File: config.mk
export PLATFORM = sky130hd
export DESIGN_NAME = arp_core
export DESIGN_NICKNAME = d
export VERILOG_FILES = /design/src/verilog/arp_pkg.sv /design/src/verilog/arp_core.sv
export SDC_FILE = /design/constraint.sdc
export NUM_CORES = 1
export LEC_CHECK = 0
export BUFFER_PORTS_ARGS = -buffer_cell sky130_fd_sc_hd__buf_2
export CAP_MARGIN = 20
export CORE_MARGIN = 2
export CORE_UTILIZATION = 30
export CTS_CLUSTER_SIZE = 10
export DETAILED_ROUTE_END_ITERATION = 10
export SLEW_MARGIN = 20
export SYNTH_ARGS = -nofsm -noshare
export SYNTH_HDL_FRONTEND = slang
export SYNTH_SLANG_ARGS = --single-unit
File: constraint.sdc
create_clock -name clk_sys_i -period 3.5 [get_ports clk_sys_i]
set_input_delay 0.175 -clock clk_sys_i [delete_from_list [all_inputs] [get_ports clk_sys_i]]
set_output_delay 0.175 -clock clk_sys_i [all_outputs]
set_load 0.01 [all_outputs]
File: src/verilog/arp_pkg.sv
// Constants for the answer-to-reset sender and RF power command block
package arp_pkg;
   // Clock and link timing
   localparam int unsigned CLK_HZ = 50_000_000;
   localparam int unsigned ATR_RATE_BPS = 9600;
   localparam int unsigned ATR_BIT_CYC = CLK_HZ / ATR_RATE_BPS;
   localparam int unsigned BAUD_W = 16;
   localparam int unsigned UART_BITS = 11;
   // Answer-to-reset characters
   localparam logic [7:0] ATR_TS = 8'h3B;
   localparam logic [7:0] ATR_T0 = 8'hF3;
   localparam logic [7:0] ATR_TA1 = 8'h71;
   localparam logic [7:0] ATR_TB1 = 8'h00;
   localparam logic [7:0] ATR_TC1 = 8'hFF;
   localparam logic [7:0] ATR_TD1 = 8'h91;
   localparam logic [7:0] ATR_TA2 = 8'h81;
   localparam logic [7:0] ATR_TD2 = 8'h71;
   localparam logic [7:0] ATR_TA3 = 8'hFF;
   localparam logic [7:0] ATR_TB3 = 8'h01;
   localparam logic [7:0] ATR_TC3 = 8'h00;
   localparam logic [7:0] ATR_NODE = 8'h11;
   localparam logic [3:0] ATR_LAST_IDX = 4'hE;
   localparam logic [3:0] ATR_HIST_CNT = 4'h3;
   // Frame fields
   localparam logic [7:0] FRM_NODE = 8'h11;
   localparam logic [7:0] PWR_REQ_PCB = 8'hC5;
   localparam logic [7:0] PWR_REQ_LEN = 8'h01;
   localparam logic [2:0] REQ_LAST_IDX = 3'h5;
   localparam logic [7:0] PWR_ACK_PCB = 8'hE5;
   localparam logic [7:0] PWR_ACK_LEN = 8'h00;
   localparam logic [7:0] PWR_ACK_CRC1 = 8'hA4;
   localparam logic [7:0] PWR_ACK_CRC2 = 8'h8E;
   localparam logic [2:0] ACK_LAST_IDX = 3'h4;
   // Power option codes and their check bytes
   localparam logic [7:0] OPT_ON = 8'h00;
   localparam logic [7:0] OPT_OFF = 8'h01;
   localparam logic [7:0] OPT_DOWN = 8'h02;
   localparam logic [7:0] OPT_UP = 8'h03;
   localparam logic [15:0] CRC_ON = 16'h3B09;
   localparam logic [15:0] CRC_OFF = 16'hB218;
   localparam logic [15:0] CRC_DOWN = 16'h292A;
   localparam logic [15:0] CRC_UP = 16'hA03B;
   // Field power level
   localparam int unsigned PWR_W = 3;
   localparam logic [2:0] PWR_MIN = 3'h0;
   localparam logic [2:0] PWR_MAX = 3'h7;
   localparam logic [2:0] PWR_RST = 3'h4;
   localparam logic CARRIER_RST = 1'b1;
   typedef enum logic [1:0] {TX_ATR, TX_IDLE, TX_ACK} arp_tx_state_t;
endpackage

File: src/verilog/arp_core.sv
// Answer-to-reset sender and RF power request interpreter
// Notes on behaviour
// - Initial character 3B, direct convention, LSB first
// - Format high nibble flags TA1-TD1, low counts history
// - TDi low nibble is protocol type
// - TDi high nibble flags next-level bytes
// - No TDi means no next-level bytes
// - At most fifteen historical characters
// - Check character XORs format through last byte
// - Send TS, T0, interface, history, check
// - Format character is F3
// - TA1 71, TB1 00, TC1 FF
// - TD1 91, TA2 81, TD2 71
// - TA3 FF, field size 255
// - TB3 01 and TC3 00 as printed
// - History: version MSB, version LSB, node 11
// - Terminal sends requests, reader sends responses
// - Options on, off, lower, raise; others forbidden
// - ATR at 9.6 kbit/s, then programmed rate
// - Two-byte CRC epilogue checked and sent
// - Acknowledge 11 E5 00 A4 8E
`timescale 1ns/1ps
module arp_core
   import arp_pkg::*;
#(
   parameter int unsigned ATR_BIT_CYCLES = ATR_BIT_CYC
) (
   input wire logic clk_sys_i,
   input wire logic rst_n_i,
   input wire logic [7:0] fw_ver_msb_i,
   input wire logic [7:0] fw_ver_lsb_i,
   input wire logic [BAUD_W-1:0] baud_div_i,
   input wire logic [7:0] rx_data_i,
   input wire logic rx_valid_i,
   output logic tx_serial_o,
   output logic tx_busy_o,
   output logic atr_done_o,
   output logic carrier_on_o,
   output logic [PWR_W-1:0] power_level_o,
   output logic req_exec_o,
   output logic req_drop_o
);

   // Fixed ATR byte by position; version bytes and check come from live values
   function automatic logic [7:0] atr_byte(input logic [3:0] idx,
                                           input logic [15:0] ver,
                                           input logic [7:0] tck);
      logic [7:0] b;
      b = 8'h00;
      case (idx)
         4'h0: b = ATR_TS;
         4'h1: b = ATR_T0;
         4'h2: b = ATR_TA1;
         4'h3: b = ATR_TB1;
         4'h4: b = ATR_TC1;
         4'h5: b = ATR_TD1;
         4'h6: b = ATR_TA2;
         4'h7: b = ATR_TD2;
         4'h8: b = ATR_TA3;
         4'h9: b = ATR_TB3;
         4'hA: b = ATR_TC3;
         4'hB: b = ver[15:8];
         4'hC: b = ver[7:0];
         4'hD: b = ATR_NODE;
         4'hE: b = tck;
         default: b = 8'h00;
      endcase
      return b;
   endfunction

   // Acknowledge byte by position
   function automatic logic [7:0] ack_byte(input logic [2:0] idx);
      logic [7:0] b;
      b = 8'h00;
      case (idx)
         3'h0: b = FRM_NODE;
         3'h1: b = PWR_ACK_PCB;
         3'h2: b = PWR_ACK_LEN;
         3'h3: b = PWR_ACK_CRC1;
         3'h4: b = PWR_ACK_CRC2;
         default: b = 8'h00;
      endcase
      return b;
   endfunction

   // Expected check bytes per option; valid low when option forbidden
   function automatic logic [16:0] opt_crc(input logic [7:0] opt);
      logic [16:0] r;
      r = 17'h0_0000;
      case (opt)
         OPT_ON: r = {1'b1, CRC_ON};
         OPT_OFF: r = {1'b1, CRC_OFF};
         OPT_DOWN: r = {1'b1, CRC_DOWN};
         OPT_UP: r = {1'b1, CRC_UP};
         default: r = 17'h0_0000;
      endcase
      return r;
   endfunction

   // Firmware version straps through two flip-flops
   logic [15:0] ver_meta_ff;
   logic [15:0] ver_ff;
   always_ff @(posedge clk_sys_i) begin
      if (!rst_n_i) begin
         ver_meta_ff <= 16'h0000;
         ver_ff <= 16'h0000;
      end else begin
         ver_meta_ff <= {fw_ver_msb_i, fw_ver_lsb_i};
         ver_ff <= ver_meta_ff;
      end
   end

   // Serial shifter
   logic [UART_BITS-1:0] shift_ff;
   logic [3:0] bit_cnt_ff;
   logic [BAUD_W-1:0] baud_cnt_ff;
   logic shifting_ff;
   logic load;
   logic [7:0] load_byte;
   logic bit_end;
   logic byte_end;
   logic [BAUD_W-1:0] bit_len;

   // ATR always at the fixed rate, programmed rate afterwards
   always_comb begin
      bit_len = baud_div_i;
      if (!atr_done_o) begin
         bit_len = ATR_BIT_CYCLES[BAUD_W-1:0];
      end
   end

   assign bit_end = shifting_ff && (baud_cnt_ff == bit_len - 16'h0001);
   assign byte_end = bit_end && (bit_cnt_ff == 4'(UART_BITS - 1));

   always_ff @(posedge clk_sys_i) begin
      if (!rst_n_i) begin
         baud_cnt_ff <= 16'h0000;
      end else if (load || bit_end) begin
         baud_cnt_ff <= 16'h0000;
      end else if (shifting_ff) begin
         baud_cnt_ff <= baud_cnt_ff + 16'h0001;
      end
   end

   // Start low, data LSB first, even parity, stop high
   always_ff @(posedge clk_sys_i) begin
      if (!rst_n_i) begin
         shift_ff <= {UART_BITS{1'b1}};
         bit_cnt_ff <= 4'h0;
         shifting_ff <= 1'b0;
      end else if (load) begin
         shift_ff <= {1'b1, ^load_byte, load_byte, 1'b0};
         bit_cnt_ff <= 4'h0;
         shifting_ff <= 1'b1;
      end else if (byte_end) begin
         shift_ff <= {UART_BITS{1'b1}};
         shifting_ff <= 1'b0;
      end else if (bit_end) begin
         shift_ff <= {1'b1, shift_ff[UART_BITS-1:1]};
         bit_cnt_ff <= bit_cnt_ff + 4'h1;
      end
   end

   always_ff @(posedge clk_sys_i) begin
      if (!rst_n_i) begin
         tx_serial_o <= 1'b1;
      end else begin
         tx_serial_o <= shift_ff[0];
      end
   end

   // Transmit sequencer
   arp_tx_state_t state_ff;
   arp_tx_state_t nxt_state;
   logic [3:0] idx_ff;
   logic [7:0] tck_ff;
   logic ack_pend_ff;
   logic ack_start;
   logic req_ok;

   assign load = !shifting_ff && (state_ff != TX_IDLE);
   assign ack_start = (state_ff == TX_IDLE) && ack_pend_ff && atr_done_o;

   always_comb begin
      load_byte = 8'h00;
      case (state_ff)
         TX_ATR: load_byte = atr_byte(idx_ff, ver_ff, tck_ff);
         TX_ACK: load_byte = ack_byte(idx_ff[2:0]);
         default: load_byte = 8'h00;
      endcase
   end

   always_comb begin
      nxt_state = state_ff;
      case (state_ff)
         TX_ATR: begin
            if (load && idx_ff == ATR_LAST_IDX) begin
               nxt_state = TX_IDLE;
            end
         end
         TX_IDLE: begin
            if (ack_start) begin
               nxt_state = TX_ACK;
            end
         end
         TX_ACK: begin
            if (load && idx_ff[2:0] == ACK_LAST_IDX) begin
               nxt_state = TX_IDLE;
            end
         end
         default: nxt_state = TX_IDLE;
      endcase
   end

   always_ff @(posedge clk_sys_i) begin
      if (!rst_n_i) begin
         state_ff <= TX_ATR;
      end else begin
         state_ff <= nxt_state;
      end
   end

   always_ff @(posedge clk_sys_i) begin
      if (!rst_n_i) begin
         idx_ff <= 4'h0;
      end else if (load && nxt_state == TX_IDLE) begin
         idx_ff <= 4'h0;
      end else if (load) begin
         idx_ff <= idx_ff + 4'h1;
      end
   end

   // Running XOR from the format character onward
   always_ff @(posedge clk_sys_i) begin
      if (!rst_n_i) begin
         tck_ff <= 8'h00;
      end else if (load && state_ff == TX_ATR && idx_ff != 4'h0) begin
         tck_ff <= tck_ff ^ load_byte;
      end
   end

   // Rate switches once the last ATR character has left the line
   always_ff @(posedge clk_sys_i) begin
      if (!rst_n_i) begin
         atr_done_o <= 1'b0;
      end else if (state_ff == TX_IDLE && !shifting_ff) begin
         atr_done_o <= 1'b1;
      end
   end

   always_ff @(posedge clk_sys_i) begin
      if (!rst_n_i) begin
         tx_busy_o <= 1'b1;
      end else begin
         tx_busy_o <= shifting_ff || (nxt_state != TX_IDLE) || ack_pend_ff;
      end
   end

   // A request in the cycle the queued acknowledge starts keeps the flag set; earlier ones share one acknowledge
   always_ff @(posedge clk_sys_i) begin
      if (!rst_n_i) begin
         ack_pend_ff <= 1'b0;
      end else if (req_ok) begin
         ack_pend_ff <= 1'b1;
      end else if (ack_start) begin
         ack_pend_ff <= 1'b0;
      end
   end

   // Request parser
   logic [2:0] rx_idx_ff;
   logic [7:0] opt_ff;
   logic [7:0] crc1_ff;
   logic hdr_bad;
   logic frame_end;
   logic [16:0] exp_crc;

   always_comb begin
      hdr_bad = 1'b0;
      case (rx_idx_ff)
         3'h0: hdr_bad = (rx_data_i != FRM_NODE);
         3'h1: hdr_bad = (rx_data_i != PWR_REQ_PCB);
         3'h2: hdr_bad = (rx_data_i != PWR_REQ_LEN);
         default: hdr_bad = 1'b0;
      endcase
   end

   assign frame_end = rx_valid_i && (rx_idx_ff == REQ_LAST_IDX);
   assign exp_crc = opt_crc(opt_ff);
   assign req_ok = frame_end && exp_crc[16]
                   && (exp_crc[15:0] == {crc1_ff, rx_data_i});

   always_ff @(posedge clk_sys_i) begin
      if (!rst_n_i) begin
         rx_idx_ff <= 3'h0;
      end else if (rx_valid_i && (hdr_bad || frame_end)) begin
         rx_idx_ff <= 3'h0;
      end else if (rx_valid_i) begin
         rx_idx_ff <= rx_idx_ff + 3'h1;
      end
   end

   always_ff @(posedge clk_sys_i) begin
      if (!rst_n_i) begin
         opt_ff <= 8'h00;
         crc1_ff <= 8'h00;
      end else if (rx_valid_i && rx_idx_ff == 3'h3) begin
         opt_ff <= rx_data_i;
      end else if (rx_valid_i && rx_idx_ff == 3'h4) begin
         crc1_ff <= rx_data_i;
      end
   end

   // Carrier state, touched only by a clean request
   always_ff @(posedge clk_sys_i) begin
      if (!rst_n_i) begin
         carrier_on_o <= CARRIER_RST;
      end else if (req_ok && opt_ff == OPT_ON) begin
         carrier_on_o <= 1'b1;
      end else if (req_ok && opt_ff == OPT_OFF) begin
         carrier_on_o <= 1'b0;
      end
   end

   // Field power steps by one and saturates
   always_ff @(posedge clk_sys_i) begin
      if (!rst_n_i) begin
         power_level_o <= PWR_RST;
      end else if (req_ok && opt_ff == OPT_DOWN && power_level_o != PWR_MIN) begin
         power_level_o <= power_level_o - 3'h1;
      end else if (req_ok && opt_ff == OPT_UP && power_level_o != PWR_MAX) begin
         power_level_o <= power_level_o + 3'h1;
      end
   end

   always_ff @(posedge clk_sys_i) begin
      if (!rst_n_i) begin
         req_exec_o <= 1'b0;
         req_drop_o <= 1'b0;
      end else begin
         req_exec_o <= req_ok;
         req_drop_o <= frame_end && !req_ok;
      end
   end

endmodule

Word level (Yosys, flattened, before mapping) --
Cells that the tools add are included. Widths: inputs -> output; s select.
Word-level totals: register bits 106, input bits 43, word-level logic and storage cells 136
Cells by class: add/subtract/negate cells 7, equality and inequality tests 35, mux-type cells 19, bitwise operators 4, reductions and logical operators 51
Operators by type and width (count):
- $pmux 8 s11 | 1
- $pmux 17 s4 | 1
- $eq 16x16->1 | 2
- $pmux 8 s4 | 1
- $mux 10 | 3
- $eq 4x4->1 const B | 7
- $logic_and 1x1->1 | 24
- $add 16x1->16 const B | 1
- $eq 4x3->1 const B | 4
- $eq 8x2->1 const B | 2
- $mux 16 | 1
- $pmux 8 s2 | 1
- $sub 16x1->16 const B | 1
- $reduce_or 2->1 | 7
- $eq 3x2->1 const B | 3
- $eq 3x3->1 const B | 3
- $add 4x1->4 const B | 2
- $eq 8x1->1 const B | 1
- $logic_not 8->1 | 1
- $ne 8x1->1 const B | 1
- $ne 8x5->1 const B | 1
- $ne 8x8->1 const B | 1
- $reduce_xor 8->1 | 1
- $xor 8x8->8 | 1
- other kinds (24) | 45

Logic depth before layout (Yosys ltp) --
Gate-level depths: netlist of the first run.
word-level depth 8, gate-level depth with buffers 14

Worst setup path after synthesis of the first run --
OpenSTA, ideal clock, no wires.
kind reg2reg, from reg atr_done_o, to reg bit_cnt_ff[2], library setup time 0.070 ns, arrival time 3.161 ns, required time 3.430 ns, path slack 0.269 ns, cell stages (with the launch flop) 14, period minus slack after synthesis 3.231 ns, cell sequence dfxtp_1 > buf_4 > clkbuf_1 > clkbuf_1 > nand2_1 > ha_1 > nor3b_1 > xnor2_1 > nand2_1 > xor2_1 > or4_1 > nand4bb_4 > or4_1 > a21oi_1
Between the ends: longest elaborated chain between the ends 7
Ends and longest elaborated chain:
- start: declaration | RTL line arp_core.sv:37 | output logic atr_done_o,
- start signal: assignment | RTL line arp_core.sv:245 | atr_done_o <= 1'b0;
- start signal: assignment | RTL line arp_core.sv:247 | atr_done_o <= 1'b1;
- $mux 16 (*) | RTL line arp_core.sv:127 | if (!atr_done_o) begin
- $sub 16x1->16 (*) | RTL line arp_core.sv:132 | assign bit_end = shifting_ff && (baud_cnt_ff == bit_len - 16'h0001);
- $eq 16x16->1 (*) | RTL line arp_core.sv:132
- $logic_and 1x1->1 (*) | RTL line arp_core.sv:132
- $logic_and 1x1->1 | RTL line arp_core.sv:133 | assign byte_end = bit_end && (bit_cnt_ff == 4'(UART_BITS - 1));
- $not 1->1 (no line)
- $reduce_and 2->1 (no line) (*)
- end signal: assignment | RTL line arp_core.sv:160 | bit_cnt_ff <= bit_cnt_ff + 4'h1;
- end: declaration | RTL line arp_core.sv:115 | logic [3:0] bit_cnt_ff;
Mark *: on every way between the ends. The rest lies on a longest branch, timed or not. A chain may end at the register's enable or synchronous reset.

Worst setup path in the final report of the first run --
Same ends and word-level chain as after synthesis.

==> results of run 1 <==
==> flip-flops by register name, indices dropped and copies added, names as in the netlist <==
signal,cells
ack_pend_ff,1
atr_done_o,1
baud_cnt_ff,16
bit_cnt_ff,4
carrier_on_o,1
crc1_ff,8
idx_ff,4
opt_ff,8
power_level_o,3
req_drop_o,1
req_exec_o,1
rx_idx_ff,3
shift_ff,10
shifting_ff,1
state_ff,2
tck_ff,8
tx_busy_o,1
tx_serial_o,1
ver_ff,16
ver_meta_ff,16
==> power breakdown <==
part           switching [W]  total, W  internal (W)
sequential         0.0000282   0.00128       0.00125
combinational       0.000183  0.000332      0.000150
clock               0.000493   0.00102      0.000528
==> layout by cell type, fill, tap and decap left out, drive strengths merged, types with 4 or more instances in the layout <==
cell,n
o21ai,31
nand2,75
a21oi,22
nor3,10
nor2,55
ha,13
nor4,7
and2,45
o21a,5
a22oi,4
inv,20
a21boi,24
nor3b,5
nor2b,9
xnor2,30
clkbuf,10
a211o,6
xor2,28
or3,8
dfxtp,106
and3,8
mux2i,6
o211ai,8
nand3,33
a22o,4
nand2b,6
nand4,8
a2111oi,4
a211oi,4
buf,60
==> cells in the mapped netlist (all sizes together), types with 4 or more instances <==
| master | number | area [µm²] |
|---|---|---|
| o21ai | 31 | 155 |
| o21a | 5 | 37.5 |
| a2111oi | 4 | 53.8 |
| and2 | 45 | 282 |
| nand2b | 6 | 37.5 |
| ha | 13 | 163 |
| clkbuf | 31 | 116 |
| nand3 | 33 | 165 |
| xnor2 | 30 | 263 |
| inv | 15 | 56.3 |
| nor3b | 5 | 37.5 |
| a21oi | 22 | 114 |
| nor4 | 7 | 50.1 |
| o211ai | 8 | 60.1 |
| dfxtp | 106 | 2120 |
| nand4 | 8 | 50.1 |
| xor2 | 28 | 245 |
| a22o | 4 | 35.0 |
| mux2i | 6 | 60.1 |
| a211o | 6 | 52.6 |
| nor2b | 9 | 56.3 |
| and3 | 8 | 50.1 |
| nor3 | 10 | 50.1 |
| a22oi | 4 | 30.0 |
| a211oi | 4 | 30.0 |
| a21boi | 24 | 180 |
| or3 | 8 | 50.1 |
| nand2 | 75 | 282 |
| nor2 | 55 | 206 |
==> what timing repair did <==
| item | 4_1_cts | 5_1_grt |
|---|---|---|
| gates resized for setup | 0 | 2 |
| endpoints found under the setup margin | 0 | 16 |
| hold buffers | 0 | 0 |
==> routing by layer <==
layer / up-vias / wire (µm) / GRT usage, %
met4: 0 / 121 / 3.79
li1: 2363 / - / -
met5: - / 0 / 0
met2: 92 / 5060 / 18.5
met1: 2079 / 5990 / 17.8
met3: 7 / 531 / 2.82
==> cell families after synthesis <==
group	after synthesis
simple gates	290
fa+ha+maj	14
xor+xnor	58
flops	106
mux	7
buf+inv	49
compound gates	133
==> worst min-delay path by stage <==
stage | start | to | slack, ps | cells after the start
after floorplan | fw_ver_lsb_i[0] | ver_meta_ff[0]$_SDFF_PN0_ | 300 | 1
after global placement | fw_ver_lsb_i[5] | ver_meta_ff[5]$_SDFF_PN0_ | 380 | 2
after detailed placement | fw_ver_msb_i[4] | ver_meta_ff[12]$_SDFF_PN0_ | 380 | 2
after CTS | fw_ver_msb_i[4] | ver_meta_ff[12]$_SDFF_PN0_ | 5 | 2
after global routing | fw_ver_lsb_i[6] | ver_meta_ff[6]$_SDFF_PN0_ | 10 | 2
final | fw_ver_msb_i[4] | ver_meta_ff[12]$_SDFF_PN0_ | 20 | 2
==> metrics by stage <==
step | hold WS (ps) | power [W] | worst slack [ps] | utilization (%) | instance area (µm²)
finish | 22.6 | 0.00263 | 273 | 35.0 | 6320
global placement | 379 | 0.00164 | 351 | 33.3 | 6000
floorplan | 302 | 0.00154 | 269 | - | 5530
global route | 9.62 | 0.00278 | 22.2 | 35.0 | 6320
detailed placement | 383 | 0.00164 | 271 | 33.3 | 6000
CTS | 4.60 | 0.00267 | 219 | 35.0 | 6310
==> layout make-up <==
class	count	area, µm²
clock buffer	10	239
clock inverter	6	63.8
timing repair buffer	60	323
tap	229	287
multi-input combinational	502	3230
sequential	106	2120
fill	1927	11700
inverter	15	56.3
==> worst reg2reg max path: stages (launching register included) <==
cell	delay, ps
sky130_fd_sc_hd__dfxtp_1	510
sky130_fd_sc_hd__nand2_1	150
sky130_fd_sc_hd__ha_1	280
sky130_fd_sc_hd__nor3b_1	170
sky130_fd_sc_hd__xnor2_1	140
sky130_fd_sc_hd__nand2_1	80
sky130_fd_sc_hd__xor2_1	150
sky130_fd_sc_hd__or4_1	540
sky130_fd_sc_hd__nand4bb_4	430
sky130_fd_sc_hd__or4_1	570
sky130_fd_sc_hd__a21oi_1	140
==> load_flow_metrics.sql, run 1 <==
INSERT INTO impl_metrics (metric_group, metric, value, unit) VALUES
('synth', 'ys_dominant_reg_cell', 'sky130_fd_sc_hd__dfxtp_1', ''),
('clock_network', 'cts_setup_buffers', '0', ''),
('detailed_routing', 'drt-initial-drc-count', '353', ''),
('critical_path', 'worst_setup_path_end_kind', 'flip-flop', ''),
('floorplan', 'initial_core_util', '30.7', '%'),
('sta', 'headroom_to_the_max_slew_limit', '49.5', '%'),
('critical_path', 'critical_path_arrival', '3510', 'ps'),
('synth', 'synth.distinct_cells', '61', ''),
('placed_design', 'buffer_ports.inserted', '51', ''),
('grt', 'grt.total_usage', '12.4', '%'),
('critical_path', 'critical_path.reg2reg.endpoint', 'bit_cnt_ff[2]$_SDFFE_PP0P_', ''),
('clock_network', 'cts-htree-levels', '3', ''),
('synth', 'post_synth_mux_area_share', '1.29', '%'),
('synth', 'synth_enable_flop_cells', '0', ''),
('detailed_routing', 'drt-pass1-iter-count', '5', ''),
('grt', 'grt_overflow', '0', ''),
('grt', 'via_count_of_the_first_global_routing_pass', '4164', ''),
('sta', 'final-max-slew-violation-count', '0', ''),
('synth', 'postSynthCellCount', '657', ''),
('clock_network', 'clkSinkCount', '106', ''),
('synth', 'syn_nets', '714', ''),
('floorplan', 'core.rowCount', '49', ''),
('synth', 'syn-cell-area', '5530', 'µm²'),
('sta', 'rsz_0062_raised_after_global_routing', 'false', ''),
('critical_path', 'worst-path-stages', '10', ''),
('synth', 'synth.yosys.warnings', '0', ''),
('sta', 'fmax', '310', 'MHz'),
('synth', 'synth_sequential_area_ratio', '38.4', '%'),
('floorplan', 'die-area', '19500', 'µm²'),
('clock_network', 'clkTransAtPathRegs', '80', 'ps'),
('floorplan', 'floorplan.core_area', '18000', 'µm²'),
('sta', 'final_period_minus_worst_setup_slack', '3230', 'ps'),
('critical_path', 'path_buf_inv', '0', ''),
('sta', 'fin_crit_share', '92.2', '%'),
('final_layout', 'area_grow_syn2layout', '14.3', '%'),
('power_and_ir_drop', 'max-vdd-ir-drop', '251', 'µV'),
('final_layout', 'layout-drive-gt1-share', '12.7', '%'),
('critical_path', 'timing.critical_path.to', 'bit_cnt_ff[2]$_SDFFE_PP0P_', ''),
('synth', 'synth_compound_area_share', '16.7', '%'),
('synth', 'synth_top_family_by_area', 'simple AND/OR/NAND/NOR gates', ''),
('detailed_routing', 'dr_total_vias', '4541', ''),
('synth', 'synth_adder_area_share', '3.30', '%'),
('hold_path', 'worstHoldPathType', 'in2reg', ''),
('placed_design', 'dp_cells', '912', ''),
('flow_run', 'drv.max_cap_violation_count', '0', ''),
('power_and_ir_drop', 'power-per-cell-area', '417', 'nW/µm²'),
('sta', 'totalNegativeSetupSlack', '0', 'ps'),
('detailed_routing', 'drc', '0', ''),
('synth', 'synthesized_flop_and_latch_total', '106', ''),
('final_layout', 'fin_nets', '751', ''),
('synth', 'postSynthAreaPerCell', '8.41', 'µm²'),
('synth', 'synthSimpleGateAreaFrac', '27.7', '%'),
('sta', 'worst_clock_skew', '11.2', 'ps'),
('status', 'outcome', 'finished, final reports clean', ''),
('floorplan', 'die-width', '140', 'µm'),
('sta', 'timing_worst_slew_pin_value', '756', 'ps'),
('placed_design', 'dp_hpwl', '8240', 'µm'),
('floorplan', 'design.portCount', '52', ''),
('grt', 'antenna_violations_before_repair', '0', ''),
('detailed_routing', 'post_drt_wl_per_cell', '12.6', 'µm'),
('critical_path', 'ff2ff_path_depth', '10', ''),
('floorplan', 'dieHeight', '140', 'µm'),
('final_layout', 'antenna_cells', '0', ''),
('clock_network', 'cts_tree', 'built', ''),
('critical_path', 'worst_ep_required_time', '3780', 'ps'),
('detailed_routing', 'ant_nets', '0', ''),
('critical_path', 'regToRegSetupSlack', '270', 'ps'),
('placed_design', 'place.gp.congestion', '0.844', ''),
('clock_network', 'worst_skew_pair.late_latency', '350', 'ps'),
('power_and_ir_drop', 'p_leak', '2.33', 'nW'),
('detailed_routing', 'post_drt_via_cell_ratio', '4.89', '');
Power figures use the tool's default switching activity.
==> run 2, diff against run 1 <==
BUFFER_PORTS_ARGS = unset   (was -buffer_cell sky130_fd_sc_hd__buf_2)
DONT_BUFFER_PORTS = 1   (was unset)
==> load_flow_metrics.sql, run 2 (same netlist as run 1, synthesis figures left out) <==
INSERT INTO impl_metrics (metric_group, metric, value, unit) VALUES
('sta', 'headroom_to_the_max_slew_limit', '42.6', '%'),
('final_layout', 'layout.cells.most_common_list', '106 x sky130_fd_sc_hd__dfxtp_1, 75 x sky130_fd_sc_hd__nand2_1, 55 x sky130_fd_sc_hd__nor2_1', ''),
('floorplan', 'floorplan.core_area', '18000', 'µm²'),
('clock_network', 'cts-htree-levels', '3', ''),
('clock_network', 'worst_skew_pair.late_latency', '360', 'ps'),
('placed_design', 'buffer_ports.inserted', '0', ''),
('critical_path', 'timing.critical_path.from_type', 'flip-flop', ''),
('final_layout', 'fin_nets', '725', ''),
('critical_path', 'worst-path-stages', '10', ''),
('detailed_routing', 'routed_wirelength', '11700', 'µm'),
('placed_design', 'dp_hpwl', '7960', 'µm'),
('critical_path', 'regToRegSetupSlack', '390', 'ps'),
('placed_design', 'place.gp.congestion', '0.830', ''),
('sta', 'final-max-slew-violation-count', '0', ''),
('grt', 'grt.total_usage', '12.3', '%'),
('clock_network', 'clk_path_buf_depth', '2', ''),
('status', 'outcome', 'finished, final reports clean', ''),
('critical_path', 'path_buf_inv', '1', ''),
('critical_path', 'worst_ep_required_time', '3740', 'ps'),
('power_and_ir_drop', 'power-per-cell-area', '420', 'nW/µm²'),
('detailed_routing', 'post_drt_wl_per_cell', '13.0', 'µm'),
('flow_run', 'drv.max_cap_violation_count', '0', ''),
('critical_path', 'cp_slowest_cell', 'sky130_fd_sc_hd__dfxtp_1', ''),
('critical_path', 'critical_path.reg2reg.endpoint', 'shift_ff[9]$_SDFFE_PN1P_', ''),
('sta', 'setup_viol_count_final', '0', ''),
('floorplan', 'die-width', '140', 'µm'),
('critical_path', 'critical-path-top-delay-family', 'compound AO/OA/AOI/OAI gates', ''),
('final_layout', 'layout-drive-gt1-share', '5.20', '%'),
('detailed_routing', 'dr_total_vias', '4444', ''),
('power_and_ir_drop', 'p_leak', '2.23', 'nW'),
('floorplan', 'die-area', '19500', 'µm²'),
('critical_path', 'ff2ff_path_depth', '10', ''),
('floorplan', 'initial_core_util', '30.7', '%'),
('floorplan', 'design.portCount', '52', ''),
('detailed_routing', 'drt-pass1-iter-count', '4', ''),
('critical_path', 'worstPathCellList', 'inv_1 -> ha_1 -> or2_2 -> a211oi_1 -> a21boi_0 -> a21oi_1 -> xor2_1 -> xnor2_1 -> xnor2_1 -> a21oi_1', ''),
('critical_path', 'worst_setup_path_end_kind', 'flip-flop', ''),
('floorplan', 'core.rowCount', '49', ''),
('final_layout', 'area_grow_syn2layout', '14.6', '%'),
('critical_path', 'timing.critical_path.to', 'shift_ff[9]$_SDFFE_PN1P_', ''),
('sta', 'final_period_minus_worst_setup_slack', '3110', 'ps'),
('critical_path', 'worst-path-max-fanout', '21', ''),
('detailed_routing', 'ant_nets', '0', ''),
('sta', 'final_hold_viol_count', '0', ''),
('detailed_routing', 'drc', '0', ''),
('final_layout', 'antenna_cells', '0', ''),
('clock_network', 'cts_root_buf', 'sky130_fd_sc_hd__clkbuf_16', ''),
('critical_path', 'critical_path_arrival', '3350', 'ps'),
('clock_network', 'clkSinkCount', '106', ''),
('grt', 'antenna_violations_before_repair', '0', ''),
('hold_path', 'worstHoldPathType', 'in2reg', ''),
('sta', 'totalNegativeSetupSlack', '0', 'ps'),
('detailed_routing', 'drt-initial-drc-count', '241', ''),
('grt', 'grt_overflow', '0', ''),
('floorplan', 'dieHeight', '140', 'µm'),
('critical_path', 'worst_path_largest_cell_delay', '460', 'ps'),
('final_layout', 'largest_registers', 'baud_cnt_ff: 16 flops, ver_ff: 16 flops, ver_meta_ff: 16 flops', ''),
('sta', 'fmax', '321', 'MHz'),
('detailed_routing', 'post_drt_via_cell_ratio', '4.93', ''),
('critical_path', 'r2r-start', 'idx_ff[0]$_SDFFE_PP0P_', ''),
('power_and_ir_drop', 'fin_total_pwr', '0.00266', 'W'),
('power_and_ir_drop', 'max-vdd-ir-drop', '391', 'µV'),
('clock_network', 'cts_tree', 'built', ''),
('critical_path', 'worstSetupPathType', 'reg2reg', ''),
('grt', 'grt_start_max_net_pins', '70', ''),
('sta', 'timing_worst_slew_pin_value', '860', 'ps'),
('clock_network', 'cts_inserted_buffers', '9', ''),
('critical_path', 'cp-startpoint', 'idx_ff[0]$_SDFFE_PP0P_', ''),
('grt', 'via_count_of_the_first_global_routing_pass', '4166', ''),
('sta', 'rsz_0062_raised_after_global_routing', 'false', ''),
('clock_network', 'clkTransAtPathRegs', '70', 'ps'),
('sta', 'fin_crit_share', '89.0', '%'),
('final_layout', 'layout.cells.most_common', 'sky130_fd_sc_hd__dfxtp_1', ''),
('grt', 'first_pass_grt_wire_length', '20100', 'µm'),
('sta', 'worst_clock_skew', '7.49', 'ps');
run 2: cell types whose count changed in the layout (fill, tap and decap cells not counted):
| cell | change |
|---|---|
| sky130_fd_sc_hd__inv_8 | -3 |
| sky130_fd_sc_hd__clkinv_8 | +1 |
| sky130_fd_sc_hd__buf_4 | -2 |
| sky130_fd_sc_hd__nand3_1 | +1 |
| sky130_fd_sc_hd__nor3b_1 | +1 |
| sky130_fd_sc_hd__clkbuf_8 | -1 |
| sky130_fd_sc_hd__inv_6 | +2 |
| sky130_fd_sc_hd__nand3_2 | -1 |
| sky130_fd_sc_hd__buf_12 | +1 |
| sky130_fd_sc_hd__bufinv_16 | +1 |
| sky130_fd_sc_hd__buf_2 | -51 |
| sky130_fd_sc_hd__dlygate4sd3_1 | +26 |
| sky130_fd_sc_hd__nor3b_2 | -1 |
run 2: cell type report:
type / instances / area (µm²)
Clock buffer: 9 / 225
Clock inverter: 7 / 93.8
Fill cell: 1915 / 11700
Inverter: 15 / 56.3
Multi-Input combinational cell: 502 / 3220
Sequential cell: 106 / 2120
Tap cell: 229 / 287
Timing Repair Buffer: 34 / 333
run 2: what timing repair did:
item	4_1_cts	5_1_grt
gates resized for setup	0	0
hold endpoints to repair	72	0
setup buffers	0	0
hold buffers	27	0
run 2: layer usage:
metal	track usage, %	vias to the layer above	wire (µm)
met5	0	-	0
met4	3.37	0	148
met3	3.23	11	721
met2	18.8	105	5080
met1	17.2	2011	5790
li1	-	2317	-
run 2: worst min path at each step:
stage                          startpoint                             to  slack (ps)  depth (start not counted)
after floorplan           fw_ver_lsb_i[0]      ver_meta_ff[0]$_SDFF_PN0_         300                          1
after global placement            rst_n_i  power_level_o[2]$_SDFFE_PN1P_         250                          1
after detailed placement          rst_n_i  power_level_o[2]$_SDFFE_PN1P_         250                          1
after CTS                         rst_n_i       shift_ff[4]$_SDFFE_PN1P_           2                          2
after global routing           rx_valid_i         opt_ff[5]$_SDFFE_PN0P_          20                          2
final                          rx_valid_i         opt_ff[5]$_SDFFE_PN0P_          10                          2
run 2: metrics by stage:
step / hold WS [ps] / worst slack [ps] / instances / instance area (µm²) / util [%]
after floorplan: 302 / 269 / 657 / 5530 / -
final: 13.9 / 387 / 902 / 6330 / 35.1
after global routing: 21.6 / 107 / 902 / 6330 / 35.1
after CTS: 2.25 / 407 / 902 / 6330 / 35.1
after detailed placement: 248 / 445 / 859 / 5730 / 31.8
after global placement: 247 / 457 / 859 / 5730 / 31.8
run 2: where the power goes:
part | leakage [nW] | switching [W] | internal (W)
registers | 0.866 | 0.0000307 | 0.00125
clock network | 0.153 | 0.000490 | 0.000576
logic | 1.21 | 0.000156 | 0.000153
